$ cat config.mk
export PLATFORM = sky130hd
export DESIGN_NAME = uds_top
export DESIGN_NICKNAME = d
export VERILOG_FILES = /design/src/hdl/uds_top.v /design/src/hdl/uds_tx.v
export VERILOG_INCLUDE_DIRS = /design/src /design/src/hdl
export SDC_FILE = /design/constraint.sdc
export NUM_CORES = 1
export LEC_CHECK = 0
export BUFFER_PORTS_ARGS = -buffer_cell sky130_fd_sc_hd__buf_2
export CORE_UTILIZATION = 45
export DETAILED_ROUTE_END_ITERATION = 16
export PLACE_DENSITY = 0.65
export SYNTH_ARGS = -nofsm -noshare
export SYNTH_HDL_FRONTEND = slang
export SYNTH_HIERARCHICAL = 1
export SYNTH_SLANG_ARGS = --single-unit
$ cat constraint.sdc
create_clock -name ref_clk_i -period 3.49 [get_ports ref_clk_i]
set_input_delay 0.1745 -clock ref_clk_i [delete_from_list [all_inputs] [get_ports ref_clk_i]]
set_output_delay 0.1745 -clock ref_clk_i [all_outputs]
set_load 0.03 [all_outputs]
$ cat src/hdl/uds_defs.vh
// Purpose: constants for the uart data and status register block
// Assumes: word indexes on a 32-bit avalon bus, word per register
// Notes: definitions only
`ifndef UDS_DEFS_VH
`define UDS_DEFS_VH

// offsets are register indexes; byte address is four times the index
`define UDS_IDX_DATA 12'hf40
`define UDS_IDX_STATUS 12'hf41
`define UDS_IDX_STATUS1 12'hf44
`define UDS_IDX_IRQ_STATUS 12'hf48
`define UDS_IDX_IRQ_MASK 12'hf49
`define UDS_IDX_BAUD 12'hf4a
`define UDS_ADDR_W 14

// status bit positions
`define UDS_ST_RX_AVAIL 7
`define UDS_ST_PARITY 6
`define UDS_ST_OE 5
`define UDS_ST_FRAMING 4
`define UDS_ST_BRK 3
`define UDS_ST_THE 2
`define UDS_ST_IDLE 1
`define UDS_ST_CTS 0

// interrupt status bit positions
`define UDS_IRQ_RX 0
`define UDS_IRQ_ERR 1
`define UDS_IRQ_TXE 2
`define UDS_IRQ_IDLE 3
`define UDS_IRQ_W 4

// reset values
`define UDS_RST_MASK 4'h0
`define UDS_RST_BAUD 16'h0036

// frame timing
`define UDS_OVS 16
`define UDS_DATA_BITS 8
`endif

$ cat src/hdl/uds_top.v
// Purpose: uart data, status and interrupt registers with 8n1 transmit, 8e1 receive
// Assumes: avalon-mm slave, 32-bit data, one word per register
// Notes: parity is even and checked; parity bit sits between data/stop
`timescale 1ns/1ps
`include "uds_defs.vh"

////////////////////////////////////////////////////////////////////////
module uds_top
#(
    parameter BAUD_RESET = `UDS_RST_BAUD // divisor per oversample tick
)
(
    input wire ref_clk_i, // system clock, 100 MHz
    input wire rst_i, // async reset, high
    input wire [`UDS_ADDR_W-1:0] avs_address_i, // byte address
    input wire avs_read_i, // read strobe
    input wire avs_write_i, // write strobe
    input wire [31:0] avs_writedata_i, // write data
    input wire [3:0] avs_byteenable_i, // byte lanes
    output reg [31:0] avs_readdata_o, // read data
    output wire avs_waitrequest_o, // stall
    input wire serial_in_pin_i, // serial line in
    output wire serial_out_pin_o, // serial line out
    input wire cts_n_i, // clear to send, active low
    output wire irq_o // level interrupt
);

////////////////////////////////////////////////////////////////////////
// bus decode
wire [11:0] idx = avs_address_i[`UDS_ADDR_W-1:2]; // word index
reg ack; // answer phase flag
assign avs_waitrequest_o = (avs_read_i || avs_write_i) && !ack;
wire acc = (avs_read_i || avs_write_i) && ack; // taken edge
wire wr = acc && avs_write_i;
wire rd = acc && avs_read_i;
wire wr_data = wr && (idx == `UDS_IDX_DATA) && avs_byteenable_i[0];
wire rd_data = rd && (idx == `UDS_IDX_DATA);
wire rd_irq = rd && (idx == `UDS_IDX_IRQ_STATUS);

// one wait state: gives registered read data
always @(posedge ref_clk_i or posedge rst_i)
begin
    if (rst_i)
        ack <= 1'b0;
    else
        ack <= (avs_read_i || avs_write_i) && !ack;
end

////////////////////////////////////////////////////////////////////////
// baud tick
reg [15:0] baud_div; // software divisor
reg [15:0] baud_cnt; // down counter
wire tick = (baud_cnt == 16'h0000);

// divisor 0 would stall everything, so treat as 1
always @(posedge ref_clk_i or posedge rst_i)
begin
    if (rst_i)
        baud_cnt <= 16'h0000;
    else if (tick)
        baud_cnt <= (baud_div == 16'h0000) ? 16'h0000 : baud_div - 16'h1;
    else
        baud_cnt <= baud_cnt - 16'h1;
end

////////////////////////////////////////////////////////////////////////
// transmit side
reg [7:0] tx_holding; // holding register
reg tx_holding_empty; // holding free
wire tx_busy; // shifter active
wire tx_first; // first data bit gone
wire tx_load = !tx_holding_empty && !tx_busy;
reg tx_loaded; // holding handed over, await first bit

uds_tx u_tx
(
    .ref_clk_i(ref_clk_i),
    .rst_i(rst_i),
    .tick_i(tick),
    .start_i(tx_load),
    .data_i(tx_holding),
    .serial_out_pin_o(serial_out_pin_o),
    .busy_o(tx_busy),
    .first_bit_o(tx_first)
);
wire tx_idle = !tx_busy && tx_holding_empty;

// holding register; a write wins over the empty set at the first data bit
always @(posedge ref_clk_i or posedge rst_i)
begin
    if (rst_i)
    begin
        tx_holding <= 8'h00;
        tx_holding_empty <= 1'b1;
        tx_loaded <= 1'b0;
    end
    else
    begin
        if (tx_load)
            tx_loaded <= 1'b1;
        else if (tx_first)
            tx_loaded <= 1'b0;
        if (wr_data)
        begin
            tx_holding <= avs_writedata_i[7:0];
            tx_holding_empty <= 1'b0;
        end
        else if (tx_first && tx_loaded)
            tx_holding_empty <= 1'b1;
    end
end

////////////////////////////////////////////////////////////////////////
// receive side: 8 data, even parity, 1 stop, 16x sampling
reg [1:0] rx_sync; // input synchroniser
reg [3:0] rx_sub; // tick counter in a bit
reg [3:0] rx_bit; // bit position, 0 = idle
reg [8:0] rx_shift; // data plus parity
reg rx_done; // character complete pulse
reg rx_stop; // sampled stop level
wire rx_line = rx_sync[1];

// receive framing engine
always @(posedge ref_clk_i or posedge rst_i)
begin
    if (rst_i)
    begin
        rx_sync <= 2'b11;
        rx_sub <= 4'h0;
        rx_bit <= 4'h0;
        rx_shift <= 9'h000;
        rx_done <= 1'b0;
        rx_stop <= 1'b1;
    end
    else
    begin
        rx_sync <= {rx_sync[0], serial_in_pin_i};
        rx_done <= 1'b0;
        if (rx_bit == 4'h0)
        begin
            rx_sub <= 4'h0;
            if (tick && !rx_line)
                rx_bit <= 4'h1; // start edge seen
        end
        else if (tick)
        begin
            rx_sub <= rx_sub + 4'h1;
            if (rx_sub == 4'h7 && rx_bit == 4'h1 && rx_line)
                rx_bit <= 4'h0; // false start, glitch
            else if (rx_sub == 4'hf)
            begin
                if (rx_bit == 4'hb)
                    rx_bit <= 4'h0;
                else
                    rx_bit <= rx_bit + 4'h1;
            end
            else if (rx_sub == 4'h7 && rx_bit >= 4'h2)
            begin
                if (rx_bit == 4'hb)
                begin
                    rx_stop <= rx_line;
                    rx_done <= 1'b1;
                end
                else
                    rx_shift <= {rx_line, rx_shift[8:1]};
            end
        end
    end
end

////////////////////////////////////////////////////////////////////////
// receive data and status flags
reg [7:0] rx_data; // receive data register
reg rx_data_available; // byte waiting
reg parity_error_flag; // parity error
reg overrun_error_flag; // overrun
reg framing_error_flag; // no stop bit
reg break_detect_flag; // all zero frame
reg new_frame_flag; // first byte of frame
reg last_multiproc_bit; // last ninth bit
wire par_bad = ^rx_shift; // even parity over data and parity
wire brk = (rx_shift == 9'h000) && !rx_stop;

// receive event sets win over read clears; status reads touch nothing
always @(posedge ref_clk_i or posedge rst_i)
begin
    if (rst_i)
    begin
        rx_data <= 8'h00;
        rx_data_available <= 1'b0;
        parity_error_flag <= 1'b0;
        overrun_error_flag <= 1'b0;
        framing_error_flag <= 1'b0;
        break_detect_flag <= 1'b0;
        new_frame_flag <= 1'b0;
        last_multiproc_bit <= 1'b0;
    end
    else
    begin
        if (rd_data)
        begin
            rx_data_available <= 1'b0;
            parity_error_flag <= 1'b0;
            framing_error_flag <= 1'b0;
            break_detect_flag <= 1'b0;
            new_frame_flag <= 1'b0;
            last_multiproc_bit <= 1'b0;
            if (!rx_data_available)
                overrun_error_flag <= 1'b0;
        end
        if (rx_done)
        begin
            if (rx_data_available && !rd_data)
            begin
                overrun_error_flag <= 1'b1;
                if (brk)
                    break_detect_flag <= 1'b1;
            end
            else
            begin
                rx_data <= rx_shift[7:0];
                rx_data_available <= 1'b1;
                parity_error_flag <= par_bad;
                framing_error_flag <= !rx_stop;
                break_detect_flag <= brk;
            end
        end
    end
end

// live status word, bit 0 follows the pin
wire [7:0] status = {rx_data_available, parity_error_flag,
    overrun_error_flag, framing_error_flag, break_detect_flag,
    tx_holding_empty, tx_idle, cts_n_i};

////////////////////////////////////////////////////////////////////////
// interrupts: sticky, cleared by reading the interrupt status register
reg [`UDS_IRQ_W-1:0] irq_status; // sticky events
reg [`UDS_IRQ_W-1:0] irq_mask; // enables
reg tx_idle_q; // for idle edge
wire [`UDS_IRQ_W-1:0] irq_ev = {tx_idle && !tx_idle_q,
    wr_data ? 1'b0 : (tx_first && tx_loaded),
    rx_done && (rx_data_available || par_bad || !rx_stop || brk),
    rx_done};
assign irq_o = |(irq_status & irq_mask);

// read clear, new events win
always @(posedge ref_clk_i or posedge rst_i)
begin
    if (rst_i)
    begin
        irq_status <= {`UDS_IRQ_W{1'b0}};
        irq_mask <= `UDS_RST_MASK;
        tx_idle_q <= 1'b1;
        baud_div <= BAUD_RESET;
    end
    else
    begin
        tx_idle_q <= tx_idle;
        irq_status <= (rd_irq ? {`UDS_IRQ_W{1'b0}} : irq_status) | irq_ev;
        if (wr && idx == `UDS_IDX_IRQ_MASK && avs_byteenable_i[0])
            irq_mask <= avs_writedata_i[`UDS_IRQ_W-1:0];
        if (wr && idx == `UDS_IDX_BAUD)
        begin
            if (avs_byteenable_i[0])
                baud_div[7:0] <= avs_writedata_i[7:0];
            if (avs_byteenable_i[1])
                baud_div[15:8] <= avs_writedata_i[15:8];
        end
    end
end

////////////////////////////////////////////////////////////////////////
// read data register; unmapped reads zero
always @(posedge ref_clk_i or posedge rst_i)
begin
    if (rst_i)
        avs_readdata_o <= 32'h0000_0000;
    else if ((avs_read_i && !ack))
    begin
        case (idx)
            `UDS_IDX_DATA: avs_readdata_o <= {24'h0, rx_data};
            `UDS_IDX_STATUS: avs_readdata_o <= {24'h0, status};
            `UDS_IDX_STATUS1: avs_readdata_o <=
                {30'h0, new_frame_flag, last_multiproc_bit};
            `UDS_IDX_IRQ_STATUS: avs_readdata_o <= {28'h0, irq_status};
            `UDS_IDX_IRQ_MASK: avs_readdata_o <= {28'h0, irq_mask};
            `UDS_IDX_BAUD: avs_readdata_o <= {16'h0, baud_div};
            default: avs_readdata_o <= 32'h0000_0000;
        endcase
    end
end
endmodule

$ cat src/hdl/uds_tx.v
// Purpose: transmit shifter for one 8n1 character
// Assumes: tick_i pulses once per oversample tick (16 per bit)
// Notes: first_bit_o pulses when data bit 0 has fully gone out
`timescale 1ns/1ps
`include "uds_defs.vh"
module uds_tx
(
    input wire ref_clk_i, // system clock
    input wire rst_i, // async reset, high
    input wire tick_i, // oversample tick
    input wire start_i, // load pulse
    input wire [7:0] data_i, // byte to send
    output reg serial_out_pin_o, // serial line out
    output wire busy_o, // character in flight
    output wire first_bit_o // first data bit shifted out
);

////////////////////////////////////////////////////////////////////////
reg [9:0] shift; // stop, data, start
reg [3:0] bit_cnt; // bits left
reg [3:0] sub_cnt; // ticks inside a bit

assign busy_o = (bit_cnt != 4'h0);
// end of data bit 0, not of the start bit: eight bit times to refill
assign first_bit_o = tick_i && busy_o && (sub_cnt == 4'hf) &&
    (bit_cnt == 4'h9);

// shift process; idle line high
always @(posedge ref_clk_i or posedge rst_i)
begin
    if (rst_i)
    begin
        shift <= 10'h3ff;
        bit_cnt <= 4'h0;
        sub_cnt <= 4'h0;
        serial_out_pin_o <= 1'b1;
    end
    else if (start_i && !busy_o)
    begin
        shift <= {1'b1, data_i, 1'b0};
        bit_cnt <= 4'ha;
        sub_cnt <= 4'h0;
    end
    else if (busy_o && tick_i)
    begin
        serial_out_pin_o <= shift[0];
        sub_cnt <= sub_cnt + 4'h1;
        if (sub_cnt == 4'hf)
        begin
            shift <= {1'b1, shift[9:1]};
            bit_cnt <= bit_cnt - 4'h1;
        end
    end
    else if (!busy_o)
    begin
        serial_out_pin_o <= 1'b1; // idle
    end
end
endmodule

# Word-level counts from Yosys, hierarchy flattened
# Index checks and enable logic that the tools add are counted.
[totals]
in_bits = 56
out_inout_bits = 35
regBits = 137
n_memories = 0
mem_bits_ro = 0
latchBits = 0
wordCells = 164
mem_bits_rw = 0
[classes]
n_reduce_logical = 59
addsub = 6
mul = 0
n_shift = 0
bitwise = 8
n_eq_ne = 13
order_cmp = 1
n_div = 0
muxes = 50
[ops]
columns = ["cell", "n"]
rows = [
  ["$pmux W16 S5", 1],
  ["$eq A12 B12 Y1 const B", 5],
  ["$mux W4", 14],
  ["$logic_not A16 Y1", 2],
  ["$mux W16", 2],
  ["$sub A16 B1 Y16 const B", 2],
  ["$mux W1", 30],
  ["$mux W10", 3],
  ["$logic_and A1 B1 Y1", 27],
  ["$eq A4 B4 Y1 const B", 4],
  ["$add A4 B1 Y4 const B", 3],
  ["$reduce_and A6 Y1", 2],
  ["$reduce_and A2 Y1", 5],
  ["$reduce_bool A2 Y1", 5],
  ["$logic_not A9 Y1", 1],
  ["$reduce_xor A9 Y1", 1],
  ["$logic_not A1 Y1", 7],
  ["$not A1 Y1", 6],
  ["$and A4 B4 Y4", 1],
  ["$eq A4 B1 Y1 const B", 1],
  ["$eq A4 B3 Y1 const B", 1],
  ["$ge A4 B2 Y1 const B", 1],
  ["$logic_not A4 Y1", 1],
  ["$logic_or A1 B1 Y1", 4],
  ["other kinds (8)", 8],
]

# Longest topological paths before layout
[depth]
ltp_word = 8
depth_mapped = 11
mapped_depth_nobuf = 9

# By module
# The synthesis kept the hierarchy.
[by_module_without_submodules]
columns = ["mod", "instances", "seq_area_each_um2", "cells_per_inst", "area_each_um2"]
rows = [
  ["uds_top", 1, 2563.7, 453, 5089.9],
  ["uds_tx", 1, 462.9, 88, 947.2],
]

# Least setup slack after synthesis
# Ideal clock, no wire load.
[synth_timing]
path_type = "register to register"
start = "register baud_cnt[0]"
end = "register irq_status[2]"
t_required_ns = 3.407
setup_time_ns = 0.083
synth_period_minus_slack_ns = 2.615
path_buffers = 2
arrival_ns = 2.532
setup_slack_ns = 0.875
stages_incl_launch_ff = 12
path_cell_list = "dfrtp_1 -> inv_1 -> ha_1 -> nor3b_1 -> nand4_4 -> inv_2 -> buf_1 -> and4_1 -> clkbuf_1 -> and3_1 -> nand2_1 -> o21ai_0"
[synth_between]
elab_chain_len = 7
[synth_rtl]
columns = ["element", "line", "text"]
rows = [
  ["from (decl)", "uds_top.v:52", "reg [15:0] baud_cnt;"],
  ["from (signal assigned)", "uds_top.v:61", "baud_cnt <= (baud_div == 16'h0000) ? 16'h0000 : baud_div - 16'h1;"],
  ["from (signal assigned)", "uds_top.v:63", "baud_cnt <= baud_cnt - 16'h1;"],
  ["$logic_not A16 Y1", "uds_top.v:53", "wire tick = (baud_cnt == 16'h0000);"],
  ["net tick", "uds_top.v:53", ""],
  ["$logic_and A1 B1 Y1 (3 in a row)", "uds_tx.v:25", "assign first_bit_o = tick_i && busy_o && (sub_cnt == 4'hf) &&"],
  ["net tx_first", "uds_top.v:71", "wire tx_first;"],
  ["$logic_and A1 B1 Y1", "uds_top.v:242", "wr_data ? 1'b0 : (tx_first && tx_loaded),"],
  ["$mux W1", "uds_top.v:242", ""],
  ["$or A4 B4 Y4", "uds_top.v:260", "irq_status <= (rd_irq ? {`UDS_IRQ_W{1'b0}} : irq_status) | irq_ev;"],
  ["to (signal assigned)", "uds_top.v:252", "irq_status <= {`UDS_IRQ_W{1'b0}};"],
  ["to (signal assigned)", "uds_top.v:260", ""],
  ["to (decl)", "uds_top.v:238", "reg [`UDS_IRQ_W-1:0] irq_status;"],
]
# The timed path passes the listed nets, and every way through them passes these cells.
# A chain may end at the register's enable or synchronous reset.

# Final worst setup path
[layout_timing]
start = "register baud_cnt[7]"
end = "register rx_shift[8]"
[layout_between]
elab_chain_len = 2
[layout_rtl]
columns = ["element", "line", "text"]
rows = [
  ["$logic_not A16 Y1", "uds_top.v:53", ""],
  ["$reduce_and A6 Y1 (no source line)", "--", ""],
  ["to (signal assigned)", "uds_top.v:165", "rx_shift <= {rx_line, rx_shift[8:1]};"],
  ["to (decl)", "uds_top.v:118", "reg [8:0] rx_shift;"],
]
# No other way between the ends.

==> flow_metrics.py <==
metrics = {
    "layout": {
        "antenna_cells": 0,
        "nets": 679,
        "area_delta_synth_final_pct": 17.4,
        "final_layout_size_suffix_gt1_share_pct": 26.6,
        "layoutNonFillerInstCount": 793,
        "final_common_cell": "dfrtp_1",
        "fill_cells": 1080,
        "layout_common_cells": "101 x dfrtp_1, 54 x buf_2, 39 x nand2_1, 33 x o21ai_0",
    },
    "sta": {
        "hold_violations": 0,
        "clock_skew_ps": 6.32,
        "worst_slack_ps": 700,
        "worstMarginPinSlew_ps": 971,
        "maxSlewHeadroom_pct": 33.6,
        "grt_setup_unrepaired": "false",
        "period_share_pct": 79.9,
        "fin_crit_ps": 2790,
        "setup_tns_ps": 0,
        "max_freq_ghz": 0.358,
        "setup_viol": 0,
        "holdWs_ps": 17.9,
        "drv_slew": 0,
    },
    "drt": {
        "ant_nets": 0,
        "wl_per_cell_um": 16.3,
        "drt_iter0_drc": 267,
        "vias": 4316,
        "drt_wl_total_um": 13000,
        "via_per_inst": 5.44,
        "drt_pass1_iterations": 4,
        "post-route-drc-count": 0,
    },
    "global_routing": {
        "antenna_found_initial": 0,
        "grt_usage_pct": 20.3,
        "grt_pass1_vias": 4434,
        "overflow": 0,
        "grt_max_degree": 67,
        "grt_pass1_wl_um": 21900,
    },
    "clocking": {
        "root_buffer": "clkbuf_16",
        "cts_buffers": 17,
        "h-tree-depth": 4,
        "cts-resized-gates": 0,
        "clock_path_buffers": 2,
        "clkSinkCount": 120,
        "path_clk_slew_ps": 50,
        "post_cts_buffers": 0,
        "insertion_delay_ps": 410,
        "cts_tree": "yes",
    },
    "die": {
        "dieArea_mm2": 0.0139,
        "num_io_pins": 91,
        "die_w_um": 118,
        "core_mm2": 0.0128,
        "start_util_pct": 47.1,
        "fp-row-count": 41,
        "die_h_um": 118,
    },
    "synthesis": {
        "synth_edf_count": 0,
        "ys_seq_area_share_pct": 50.1,
        "syn_area_mm2": 0.00604,
        "syn-instance-count": 541,
        "yosysUniqueCellTypes": 69,
        "synthArstFlopShare_pct": 100,
        "ys.flop_type": "dfrtp_1",
        "avgSynthCellArea_um2": 11.2,
        "synth_top_area_cell": "dfrtp_1",
        "yosysTopAreaCellShare_pct": 41.9,
        "synth.yosys.warnings": 6,
        "synth_area_leaders": "dfrtp_1 42%, dfstp_2 8.3%, mux2_2 5.6%, a22o_1 3.3%, ha_1 3.1%",
        "ys_seq_elements": 120,
    },
    "power": {
        "p_sw_share_pct": 26.0,
        "p_switching_mw": 1.02,
        "seqPwrFrac_pct": 42.1,
        "p_int_mw": 2.92,
        "clockPowerShare_pct": 45.2,
        "peakVddDrop_v": 0.000415,
        "power_density_mw_per_mm2": 557,
        "p_comb_share_pct": 12.7,
        "power.leakage_nw": 3.30,
    },
    "placement": {
        "post-place-ws_ps": 713,
        "gp_congestion": 0.855,
        "dp_cells": 755,
        "place.detailed.hpwl_um": 9330,
        "numPortBuffers": 54,
    },
    "critical_path": {
        "crit_path_start": "baud_cnt[7]",
        "critPathMaxFanout": 9,
        "r2r-start": "baud_cnt[7]",
        "cp-start-kind": "flip-flop",
        "crit_path_end_kind": "flip-flop",
        "worst-endpoint-required_ps": 3780,
        "crit_type": "reg -> reg",
        "worstPathArrival_ps": 3080,
    },
    "hold_path": {
        "min_path_type": "in -> reg",
        "hp-start": "avs_writedata_i[13]",
    },
    "status": {
        "status": "finished, final reports clean",
    },
    "run": {
        "drv_cap": 0,
    },
}
registers in the layout (all words and copies together) (netlist names), 2 cells and up:
| signal | flops |
|---|---|
| avs_readdata_o | 16 |
| baud_cnt | 16 |
| baud_div | 16 |
| irq_mask | 4 |
| irq_status | 4 |
| rx_bit | 4 |
| rx_data | 8 |
| rx_shift | 9 |
| rx_sub | 4 |
| rx_sync | 2 |
| tx_holding | 8 |
| u_tx/bit_cnt | 4 |
| u_tx/shift | 9 |
| u_tx/sub_cnt | 4 |
power by group through the flow:
stage | Sequential, mW | Combinational, mW | Clock, mW
6_report | 1.66 | 0.501 | 1.78
5_1_grt | 1.67 | 0.558 | 1.88
4_1_cts | 1.66 | 0.505 | 1.81
3_5_place_dp | 1.68 | 0.497 | 0
3_3_place_gp | 1.67 | 0.481 | 0
2_1_floorplan | 1.65 | 0.418 | 0
worst max-delay path, cell delays in order (launching register included):
cell and delay (ps):
dfrtp_1 440, nor4_4 490, nand4_4 200, or4_1 550, or3_1 610, mux2_4 380
synthesized netlist by cell type, drive strengths merged, types with 2 or more instances:
library cell,n
buf,21
ha,15
a21o,3
nand4,12
or3,3
mux4,4
nor4b,2
nor3,10
nor4,6
and2,3
dfstp,19
a2bb2oi,2
a31oi,3
inv,32
mux2i,9
and3b,2
clkbuf,13
xor2,17
nor2,23
and3,3
and4,2
o22ai,8
a21oi,11
or3b,4
or4b,2
nor3b,3
nand3b,3
nand3,16
a22o,23
dfrtp,101
nand2b,3
a32oi,7
nand2,39
o21ai,36
mux2,33
nor2b,4
o31ai,2
xnor2,16
or4,5
a22oi,6
cells by family (layout without fill, tap and decap cells):
kind of cell,Yosys count,in the layout,synth area share (%)
AND/OR/NAND/NOR,150,150,14.5
flip-flops,120,120,50.1
AO/OA/AOI/OAI,110,110,12.5
buffers and inverters,66,131,5.60
multiplexers,46,46,9.33
XOR/XNOR,33,33,4.79
adder cells (fa/ha/maj),15,15,3.11
other,1,16,0.0621
final cells by class:
class	instances	area, um2	share of cell area (%)
Tap cell	172	215	3.04
Sequential cell	120	3030	42.7
Clock buffer	24	492	6.94
Multi-Input combinational cell	370	2730	38.5
Inverter	32	123	1.73
Timing Repair Buffer	67	383	5.40
Clock inverter	8	118	1.66
what timing repair did:
item                                   CTS  global route
setup endpoints to repair                0             0
endpoints found under the hold margin   71             0
hold buffers                             6             0
worst paths after layout:
path                                   end  slack (ps)  depth (start not counted)
setup / recovery               rx_shift[8]         700                          5
hold / removal                baud_div[13]          20                          2
setup reg to reg               rx_shift[8]         700                          5
hold reg to reg                 rx_sync[1]         360                          0
max in group asynchronous       rx_sync[1]        2150                          4
min in group asynchronous  u_tx/sub_cnt[2]         460                          3
stage by stage:
stage               util, %  power, mW  area [um2]
global placement       50.0       2.15        6420
detailed placement     50.0       2.17        6420
global route           55.2       4.11        7090
finish                 55.2       3.95        7090
floorplan                 -       2.07        6090
CTS                    55.2       3.98        7090
per-layer routing:
metal	global-route usage, %	up-vias	routed length [um]
met2	32.5	100	6290
li1	-	2063	-
met1	25.0	2126	5780
met5	0	-	0
met3	6.15	27	535
met4	9.38	0	351
(Power assumes the default switching activity.)
